$ cat src/agt_pkg.sv
package agt_pkg;

   // Positions in the synchronised pin vector
   localparam int SYNC_W = 11;
   localparam int IN_CH_LSB = 0;
   localparam int IN_HALL_LSB = 4;
   localparam int IN_ENC_A = 7;
   localparam int IN_ENC_B = 8;
   localparam int IN_BRAKE = 9;
   localparam int IN_TRIG = 10;

   // Counter width masks and reset values
   localparam logic [31:0] MASK16 = 32'h0000FFFF;
   localparam logic [31:0] MASK32 = 32'hFFFFFFFF;
   localparam logic [31:0] CNT_RST = 32'h00000000;
   localparam logic [15:0] PSC_RST = 16'h0000;
   localparam logic [7:0] REP_RST = 8'h00;
   localparam logic [7:0] DT_RST = 8'h00;
   localparam int DMA_UPD = 4;

   typedef enum logic [1:0] {
      CNT_UP = 2'b00,
      CNT_DOWN = 2'b01,
      CNT_CENTER = 2'b10,
      CNT_ENCODER = 2'b11
   } agt_cnt_mode_t;

   typedef enum logic [1:0] {
      SLV_NONE = 2'b00,
      SLV_RESET = 2'b01,
      SLV_GATED = 2'b10,
      SLV_TRIGGER = 2'b11
   } agt_slave_t;

   typedef enum logic [1:0] {
      CH_CAPTURE = 2'b00,
      CH_TOGGLE = 2'b01,
      CH_PWM = 2'b10,
      CH_OFF = 2'b11
   } agt_ch_mode_t;

endpackage

$ cat src/agt_dead_time.sv
module agt_dead_time (
   input wire logic clk,
   input wire logic rst_b,
   input wire logic ce,
   input wire logic ref_in,
   input wire logic [7:0] dead_time,
   output logic out_p,
   output logic out_n
);

   logic ref_prev_reg;
   logic [7:0] dt_cnt_reg;
   logic settle;

   // Both legs stay off until the reference has been stable for the dead time
   assign settle = (ref_in == ref_prev_reg) && (dt_cnt_reg == agt_pkg::DT_RST);

   always_ff @(posedge clk or negedge rst_b) begin
      if (!rst_b) begin
         ref_prev_reg <= 1'b0;
         dt_cnt_reg <= agt_pkg::DT_RST;
      end else if (ce) begin
         ref_prev_reg <= ref_in;
         if (ref_in != ref_prev_reg) begin
            dt_cnt_reg <= dead_time;
         end else if (dt_cnt_reg != agt_pkg::DT_RST) begin
            dt_cnt_reg <= dt_cnt_reg - 8'h01;
         end
      end
   end

   always_ff @(posedge clk or negedge rst_b) begin
      if (!rst_b) begin
         out_p <= 1'b0;
         out_n <= 1'b0;
      end else if (ce) begin
         out_p <= settle & ref_in;
         out_n <= settle & ~ref_in;
      end
   end
endmodule

$ cat src/agt_timer.sv
// How it works
// - The advanced timer counts 16 bits up, down or up/down with auto-reload through a 16-bit prescaler.
// - A general timer counts up/down with auto-reload at 16 or 32 bits through a 16-bit prescaler.
// - Three channels drive complementary pairs with programmable dead time between edges.
// - The update event is raised at the first period end, then once every rep_val + 1 counter periods.
// - An active brake forces every PWM output to the safe low state.
// - Four channels each work as input capture, output compare, PWM or one-pulse output.
// - Timers chain through a trigger input and an update trigger output for sync or events.
// - While the core is halted in debug the counter may freeze and the PWM outputs turn off.
// - Each timer has its own DMA requests for channel and update events.
// - In encoder mode the counter follows the phase relation of two quadrature inputs.
// - Up to three Hall sensor inputs are combined into a capture trigger.
module agt_timer (
   input wire logic clk,
   input wire logic rst_b,
   input wire logic ce,
   input wire logic cnt_en,
   input wire logic [1:0] cnt_mode,
   input wire logic cnt32,
   input wire logic one_pulse,
   input wire logic [15:0] psc_val,
   input wire logic [31:0] arr_val,
   input wire logic [7:0] rep_val,
   input wire logic [1:0] slave_mode,
   input wire logic trig_in,
   output logic trig_out,
   input wire logic [3:0][1:0] ch_mode,
   input wire logic [3:0][31:0] ccr_val,
   input wire logic [3:0] ch_in,
   input wire logic [2:0] hall_in,
   input wire logic hall_en,
   input wire logic enc_a,
   input wire logic enc_b,
   input wire logic [7:0] dead_time,
   input wire logic out_en,
   input wire logic brake_in,
   input wire logic brake_en,
   input wire logic brake_pol,
   input wire logic brake_clr,
   output logic brake_flag,
   input wire logic dbg_halt,
   input wire logic dbg_freeze_en,
   input wire logic [4:0] dma_en,
   input wire logic [4:0] dma_ack,
   output logic [4:0] dma_req,
   input wire logic upd_clr,
   output logic upd_flag,
   input wire logic [3:0] cc_clr,
   output logic [3:0] cc_flag,
   output logic [3:0][31:0] cap_val,
   output logic [31:0] cnt_val,
   output logic [3:0] ch_out,
   output logic [2:0] ch_out_n
);

   ////////////////////////////////////////////////////////////////////////////////
   // Pin synchronisers
   logic [agt_pkg::SYNC_W-1:0] pin_raw;
   logic [agt_pkg::SYNC_W-1:0] meta_reg;
   logic [agt_pkg::SYNC_W-1:0] sync_reg;
   logic [agt_pkg::SYNC_W-1:0] prev_reg;
   logic [agt_pkg::SYNC_W-1:0] rise;
   logic hall_chg;
   logic enc_edge;
   logic enc_up;
   logic trig_rise;

   assign pin_raw = {trig_in, brake_in, enc_b, enc_a, hall_in, ch_in};

   always_ff @(posedge clk or negedge rst_b) begin
      if (!rst_b) begin
         meta_reg <= '0;
         sync_reg <= '0;
         prev_reg <= '0;
      end else if (ce) begin
         meta_reg <= pin_raw;
         sync_reg <= meta_reg;
         prev_reg <= sync_reg;
      end
   end

   assign rise = sync_reg & ~prev_reg;
   assign trig_rise = rise[agt_pkg::IN_TRIG];
   // Any Hall line changing marks a new rotor sector
   assign hall_chg = |(sync_reg[agt_pkg::IN_HALL_LSB +: 3] ^ prev_reg[agt_pkg::IN_HALL_LSB +: 3]);
   // Counts on both edges of A, so resolution is twice the line count
   assign enc_edge = sync_reg[agt_pkg::IN_ENC_A] ^ prev_reg[agt_pkg::IN_ENC_A];
   assign enc_up = sync_reg[agt_pkg::IN_ENC_A] ^ sync_reg[agt_pkg::IN_ENC_B];

   ////////////////////////////////////////////////////////////////////////////////
   // Run control, prescaler and gating
   logic frozen;
   logic run_reg;
   logic en_prev_reg;
   logic count_ok;
   logic tick;
   logic [15:0] psc_cnt_reg;
   logic [31:0] mask;
   logic [31:0] top;
   logic period_end;
   logic upd_evt;
   logic slv_reset;

   assign frozen = dbg_halt & dbg_freeze_en;
   assign mask = cnt32 ? agt_pkg::MASK32 : agt_pkg::MASK16;
   assign top = arr_val & mask;
   assign count_ok = run_reg & ~frozen
      & ((slave_mode != agt_pkg::SLV_GATED) | sync_reg[agt_pkg::IN_TRIG]);
   assign slv_reset = (slave_mode == agt_pkg::SLV_RESET) & trig_rise & ~frozen;
   assign tick = count_ok & ((cnt_mode == agt_pkg::CNT_ENCODER) ? enc_edge
      : (psc_cnt_reg == psc_val));

   always_ff @(posedge clk or negedge rst_b) begin
      if (!rst_b) begin
         psc_cnt_reg <= agt_pkg::PSC_RST;
      end else if (ce && count_ok) begin
         psc_cnt_reg <= (psc_cnt_reg == psc_val) ? agt_pkg::PSC_RST
            : psc_cnt_reg + 16'h0001;
      end
   end

   always_ff @(posedge clk or negedge rst_b) begin
      if (!rst_b) begin
         run_reg <= 1'b0;
         en_prev_reg <= 1'b0;
      end else if (ce) begin
         en_prev_reg <= cnt_en;
         if ((cnt_en && !en_prev_reg) || (cnt_en && slave_mode == agt_pkg::SLV_TRIGGER
               && trig_rise)) begin
            run_reg <= 1'b1;
         end else if (!cnt_en || (one_pulse && upd_evt)) begin
            run_reg <= 1'b0;
         end
      end
   end

   ////////////////////////////////////////////////////////////////////////////////
   // Counter
   logic [31:0] cnt_reg;
   logic [31:0] cnt_next;
   logic dir_reg;
   logic dir_next;
   logic cnt_moved_reg;

   always_comb begin
      cnt_next = cnt_reg;
      dir_next = dir_reg;
      period_end = 1'b0;
      if (slv_reset) begin
         cnt_next = (cnt_mode == agt_pkg::CNT_DOWN) ? top : agt_pkg::CNT_RST;
      end else if (tick) begin
         case (cnt_mode)
            agt_pkg::CNT_UP: begin
               period_end = (cnt_reg >= top);
               cnt_next = period_end ? agt_pkg::CNT_RST : cnt_reg + 32'h1;
            end
            agt_pkg::CNT_DOWN: begin
               period_end = (cnt_reg == agt_pkg::CNT_RST);
               cnt_next = period_end ? top : cnt_reg - 32'h1;
            end
            agt_pkg::CNT_CENTER: begin
               // Events at both turning points, as a centre-aligned PWM needs
               if (!dir_reg) begin
                  period_end = (cnt_reg >= top);
                  dir_next = period_end;
                  cnt_next = period_end ? top - 32'h1 : cnt_reg + 32'h1;
               end else begin
                  period_end = (cnt_reg == agt_pkg::CNT_RST);
                  dir_next = ~period_end;
                  cnt_next = period_end ? 32'h1 : cnt_reg - 32'h1;
               end
            end
            agt_pkg::CNT_ENCODER: begin
               if (enc_up) begin
                  period_end = (cnt_reg >= top);
                  cnt_next = period_end ? agt_pkg::CNT_RST : cnt_reg + 32'h1;
               end else begin
                  period_end = (cnt_reg == agt_pkg::CNT_RST);
                  cnt_next = period_end ? top : cnt_reg - 32'h1;
               end
            end
            default: begin
               cnt_next = cnt_reg;
            end
         endcase
      end
   end

   always_ff @(posedge clk or negedge rst_b) begin
      if (!rst_b) begin
         cnt_reg <= agt_pkg::CNT_RST;
         dir_reg <= 1'b0;
         cnt_moved_reg <= 1'b0;
      end else if (ce) begin
         cnt_reg <= cnt_next & mask;
         dir_reg <= dir_next;
         cnt_moved_reg <= tick | slv_reset;
      end
   end

   assign cnt_val = cnt_reg;

   ////////////////////////////////////////////////////////////////////////////////
   // Repetition and update event
   logic [7:0] rep_cnt_reg;

   assign upd_evt = period_end & (rep_cnt_reg == agt_pkg::REP_RST);

   always_ff @(posedge clk or negedge rst_b) begin
      if (!rst_b) begin
         rep_cnt_reg <= agt_pkg::REP_RST;
      end else if (ce && period_end) begin
         rep_cnt_reg <= upd_evt ? rep_val : rep_cnt_reg - 8'h01;
      end
   end

   // Set wins over a clear in the same cycle so no update is lost
   always_ff @(posedge clk or negedge rst_b) begin
      if (!rst_b) begin
         upd_flag <= 1'b0;
         trig_out <= 1'b0;
      end else if (ce) begin
         trig_out <= upd_evt;
         if (upd_evt) begin
            upd_flag <= 1'b1;
         end else if (upd_clr) begin
            upd_flag <= 1'b0;
         end
      end
   end

   ////////////////////////////////////////////////////////////////////////////////
   // Channels
   logic [3:0] cc_evt;
   logic [3:0] dt_p;
   logic [2:0] dt_n;

   genvar gi;
   generate
      for (gi = 0; gi < 4; gi++) begin : g_ch
         logic ref_reg;
         logic flag_reg;
         logic [31:0] cap_reg;
         logic match;
         logic cap_evt;
         logic [31:0] ccr_eff;

         assign ccr_eff = ccr_val[gi] & mask;
         assign match = cnt_moved_reg & (cnt_reg == ccr_eff);
         if (gi == 0) begin : g_hall
            assign cap_evt = (ch_mode[gi] == agt_pkg::CH_CAPTURE)
               & (hall_en ? hall_chg : rise[agt_pkg::IN_CH_LSB + gi]);
         end else begin : g_pin
            assign cap_evt = (ch_mode[gi] == agt_pkg::CH_CAPTURE)
               & rise[agt_pkg::IN_CH_LSB + gi];
         end
         assign cc_evt[gi] = cap_evt | (match & (ch_mode[gi] == agt_pkg::CH_TOGGLE
            || ch_mode[gi] == agt_pkg::CH_PWM));

         always_ff @(posedge clk or negedge rst_b) begin
            if (!rst_b) begin
               ref_reg <= 1'b0;
            end else if (ce) begin
               case (ch_mode[gi])
                  agt_pkg::CH_TOGGLE: ref_reg <= ref_reg ^ match;
                  agt_pkg::CH_PWM: ref_reg <= run_reg & (cnt_reg < ccr_eff);
                  default: ref_reg <= 1'b0;
               endcase
            end
         end

         always_ff @(posedge clk or negedge rst_b) begin
            if (!rst_b) begin
               cap_reg <= agt_pkg::CNT_RST;
               flag_reg <= 1'b0;
            end else if (ce) begin
               if (cap_evt) begin
                  cap_reg <= cnt_reg;
               end
               if (cc_evt[gi]) begin
                  flag_reg <= 1'b1;
               end else if (cc_clr[gi]) begin
                  flag_reg <= 1'b0;
               end
            end
         end

         assign cc_flag[gi] = flag_reg;
         assign cap_val[gi] = cap_reg;

         if (gi < 3) begin : g_dt
            agt_dead_time u_dt (
               .clk(clk),
               .rst_b(rst_b),
               .ce(ce),
               .ref_in(ref_reg),
               .dead_time(dead_time),
               .out_p(dt_p[gi]),
               .out_n(dt_n[gi])
            );
         end else begin : g_single
            assign dt_p[gi] = ref_reg;
         end
      end
   endgenerate

   ////////////////////////////////////////////////////////////////////////////////
   // DMA requests, held until acknowledged; a new event beats the ack
   always_ff @(posedge clk or negedge rst_b) begin
      if (!rst_b) begin
         dma_req <= 5'h00;
      end else if (ce) begin
         dma_req <= (dma_req & ~dma_ack) | (dma_en & {upd_evt, cc_evt});
      end
   end

   ////////////////////////////////////////////////////////////////////////////////
   // Brake and output stage
   logic brake_hit;
   logic safe;

   assign brake_hit = brake_en & (sync_reg[agt_pkg::IN_BRAKE] == brake_pol);
   // Latched so a glitch on the brake line cannot re-enable the bridge by itself
   assign safe = brake_flag | frozen | ~out_en;

   always_ff @(posedge clk or negedge rst_b) begin
      if (!rst_b) begin
         brake_flag <= 1'b0;
      end else if (ce) begin
         if (brake_hit) begin
            brake_flag <= 1'b1;
         end else if (brake_clr) begin
            brake_flag <= 1'b0;
         end
      end
   end

   always_ff @(posedge clk or negedge rst_b) begin
      if (!rst_b) begin
         ch_out <= 4'h0;
         ch_out_n <= 3'h0;
      end else if (ce) begin
         ch_out <= safe ? 4'h0 : dt_p;
         ch_out_n <= safe ? 3'h0 : dt_n;
      end
   end
endmodule
$ cat config.mk
export PLATFORM = sky130hd
export DESIGN_NAME = agt_timer
export DESIGN_NICKNAME = d
export VERILOG_FILES = /design/src/agt_pkg.sv /design/src/agt_dead_time.sv /design/src/agt_timer.sv
export SDC_FILE = /design/constraint.sdc
export NUM_CORES = 1
export LEC_CHECK = 0
export BUFFER_PORTS_ARGS = -buffer_cell sky130_fd_sc_hd__buf_2
export CORE_ASPECT_RATIO = 1.75
export CORE_MARGIN = 2
export CORE_UTILIZATION = 60
export DETAILED_ROUTE_END_ITERATION = 6
export GPL_TIMING_DRIVEN = 0
export PLACE_DENSITY_LB_ADDON = 0.08
export SLEW_MARGIN = 25
export SYNTH_ARGS = -nofsm -noshare
export SYNTH_HDL_FRONTEND = slang
export SYNTH_SLANG_ARGS = --single-unit
$ cat constraint.sdc
create_clock -name clk -period 6.4 [get_ports clk]
set_input_delay 0.32 -clock clk [delete_from_list [all_inputs] [get_ports clk]]
set_output_delay 0.32 -clock clk [all_outputs]
set_load 0.02 [all_outputs]
==> flow_summary.json <==
{
  "ys.flop_type": "dfrtp_1",
  "tritoncts": "yes",
  "reg2reg_depth": 11,
  "setup_viol": 0,
  "final_cell_mix": "buf_2, dfrtp_1, nand2_1",
  "power.leakage_nw": 11.5,
  "synth_area_um2": 19000,
  "setup_slack_ns": 0.492,
  "die_h_um": 240,
  "fin_crit_ns": 5.91,
  "post_cts_buffers": 0,
  "dr.pass1.iters": 6,
  "final_area_um2": 22800,
  "gp_congestion": 1.07,
  "grt-ovfl-total": 0,
  "synthArstFlopShare_pct": 100,
  "start_util_pct": 60.6,
  "hold_path_depth": 2,
  "power_mw": 7.45,
  "critPathKind": "in -> reg",
  "worst_pin_slew_ns": 1.13,
  "syn_nets": 2541,
  "grt_max_degree": 93,
  "switching_share_pct": 42.4,
  "seq_power_share_pct": 35.9,
  "gr-usage-all-layers_pct": 46.5,
  "rsz0062_at_grt": "no",
  "postCtsHoldBufs": 12,
  "worst-path-max-fanout": 10,
  "pre_cts_ws_ns": 0.236,
  "max_slew_margin_pct": 24.5,
  "htree_levels": 1,
  "layout.nets": 3003,
  "clkPwrFrac_pct": 22.7,
  "ctsRootBufferMaster": "clkbuf_16",
  "clk_latency_ns": 0.57,
  "via_per_inst": 6.64,
  "clk_pin_slew_ns": 0.07,
  "ios": 422,
  "ant_nets": 0,
  "hold_viol_final": 0,
  "fillCellCount": 2354,
  "placementRows": 86,
  "drv_slew": 0,
  "post-route-period-util_pct": 92.3,
  "layout-area-overhead-vs-synth_pct": 19.9,
  "hold_path.class": "in -> reg",
  "maxCapViolCount": 0,
  "required_ns": 6.79,
  "drive_gt1_share_pct": 25.0,
  "setup-tns-final_ns": 0,
  "layout_commonest_cell": "buf_2",
  "coreArea_um2": 31400,
  "via_count": 19976,
  "max-clock-path-buffers": 3,
  "detail_route.iter0.violations": 1779,
  "ir_worst_vdd_mv": 0.386,
  "cts_inserted_buffers": 27,
  "die-area_um2": 33200,
  "grt_pass1_wl_um": 118000,
  "yosysUniqueCellTypes": 71,
  "drc_errors": 0,
  "p_per_area_nw_per_um2": 327,
  "die_w_um": 139,
  "largest_register_ffs": 128,
  "end_kind": "register",
  "grt_pass1_vias": 20756,
  "syn_avg_cell_area_um2": 8.98,
  "totalWireLength_um": 79900,
  "critical_path_arrival_ns": 6.30,
  "yosys_warnings": 0,
  "synth.ff_latch_count": 275,
  "intPower_mw": 4.29,
  "post_cts_resized": 0,
  "startpoint_type": "input pin",
  "wire_per_inst_um": 26.6,
  "dpl.hpwl_um": 59900,
  "finalClockSkew_ns": 0.0105,
  "final_core_util_pct": 72.6,
  "status": "completed",
  "placed_cell_area_um2": 21700,
  "switching_power_mw": 3.16,
  "synth_enable_flop_cells": 0,
  "ys_seq_area_share_pct": 36.2,
  "cts.sinks": 275,
  "io_buffers": 417,
  "synthCells": 2118,
  "antenna_found_initial": 13,
  "fmax_mhz": 169,
  "pwr-share-comb_pct": 41.4
}
==> critical path: stages <==
cell and delay [ns]:
buf_2 0.18, clkbuf_1 0.44, buf_1 0.51, buf_1 0.56, buf_1 0.39, nand2_1 0.10
ha_1 0.31, nand4_1 0.17, nor4_1 0.64, nand2_1 0.23, a31o_2 0.27, clkbuf_1 0.27
nand2_1 0.37, buf_1 0.55, a211oi_1 0.15, o21ai_0 0.63, a31oi_1 0.17
==> power by group through the flow <==
stage / Combinational (mW) / Clock, mW / Sequential [mW]
after global routing: 3.33 / 1.75 / 2.70
after detailed placement: 2.99 / 0 / 2.66
after global placement: 2.86 / 0 / 2.63
after floorplan: 1.58 / 0 / 2.87
final: 3.08 / 1.69 / 2.67
after CTS: 3.02 / 1.69 / 2.64
==> synthesized netlist by cell type, types with 27 or more instances <==
master,instances,area (um2)
o21ai_0,153,766
xor2_1,46,403
a21oi_1,127,636
nor2_1,133,499
dfrtp_1,275,6880
nor3_1,52,260
ha_1,180,2250
mux2_2,147,1660
nor4_1,27,169
inv_1,115,432
nand3_1,58,290
xnor2_1,35,307
clkbuf_1,95,357
a21o_1,43,323
nand4_1,50,313
nand2_1,232,871
==> per-stage QoR <==
step,cells,hold WS [ns]
floorplan,2118,0.0244
global placement,2931,0.459
detailed placement,2935,0.136
CTS,2996,0.00143
global route,3008,0.0123
finish,3008,0.00587
==> final timing paths <==
path | slack, ns | to | from
worst max register to register | 1.28 | cnt_val[23]$_DFFE_PN0P_ | cnt_val[0]$_DFFE_PN0P_
worst max-delay path | 0.49 | cnt_val[0]$_DFFE_PN0P_ | cnt32
min in group asynchronous | 0.15 | g_ch[1].g_dt.u_dt.dt_cnt_reg[3]$_DFFE_PN0P_ | rst_b
max in group asynchronous | 5.10 | g_ch[0].cap_reg[29]$_DFFE_PN0P_ | rst_b
worst min-delay path | 0.006 | meta_reg[6]$_DFFE_PN0P_ | hall_in[2]
worst min register to register | 0.48 | g_ch[2].flag_reg$_DFFE_PN0P_ | g_ch[2].flag_reg$_DFFE_PN0P_
==> cells by family (layout without fill, tap and decap cells) <==
group	Yosys count	in the layout	synth area share, %
xor+xnor	81	81	3.73
mux	150	150	8.86
simple gates	682	682	17.5
other cells	0	12	0
flops	275	275	36.2
buf+inv	233	715	4.73
compound gates	517	517	17.2
fa+ha+maj	180	180	11.8
==> metal layers <==
layer	routed length, um	share of wire [%]	global-route usage, %	vias up
met4	9410	12	44.8	0
met1	25900	32	47.9	9484
met5	0	0	0	-
met2	37500	47	77.9	1378
met3	7100	8.9	9.74	531
li1	-	-	-	8583
==> final cells by class <==
type	count	area, um2	area share, %
well taps	396	495	2.17
inverters	115	432	1.89
diodes	12	30.0	0.132
clock inverters	13	161	0.708
plain buffers	118	470	2.06
clock buffers	36	759	3.33
multi-input cells	1610	11300	49.4
repair buffers	433	2310	10.1
flip-flops and latches	275	6880	30.2
Note: power is estimated with default switching activity, not from simulation.
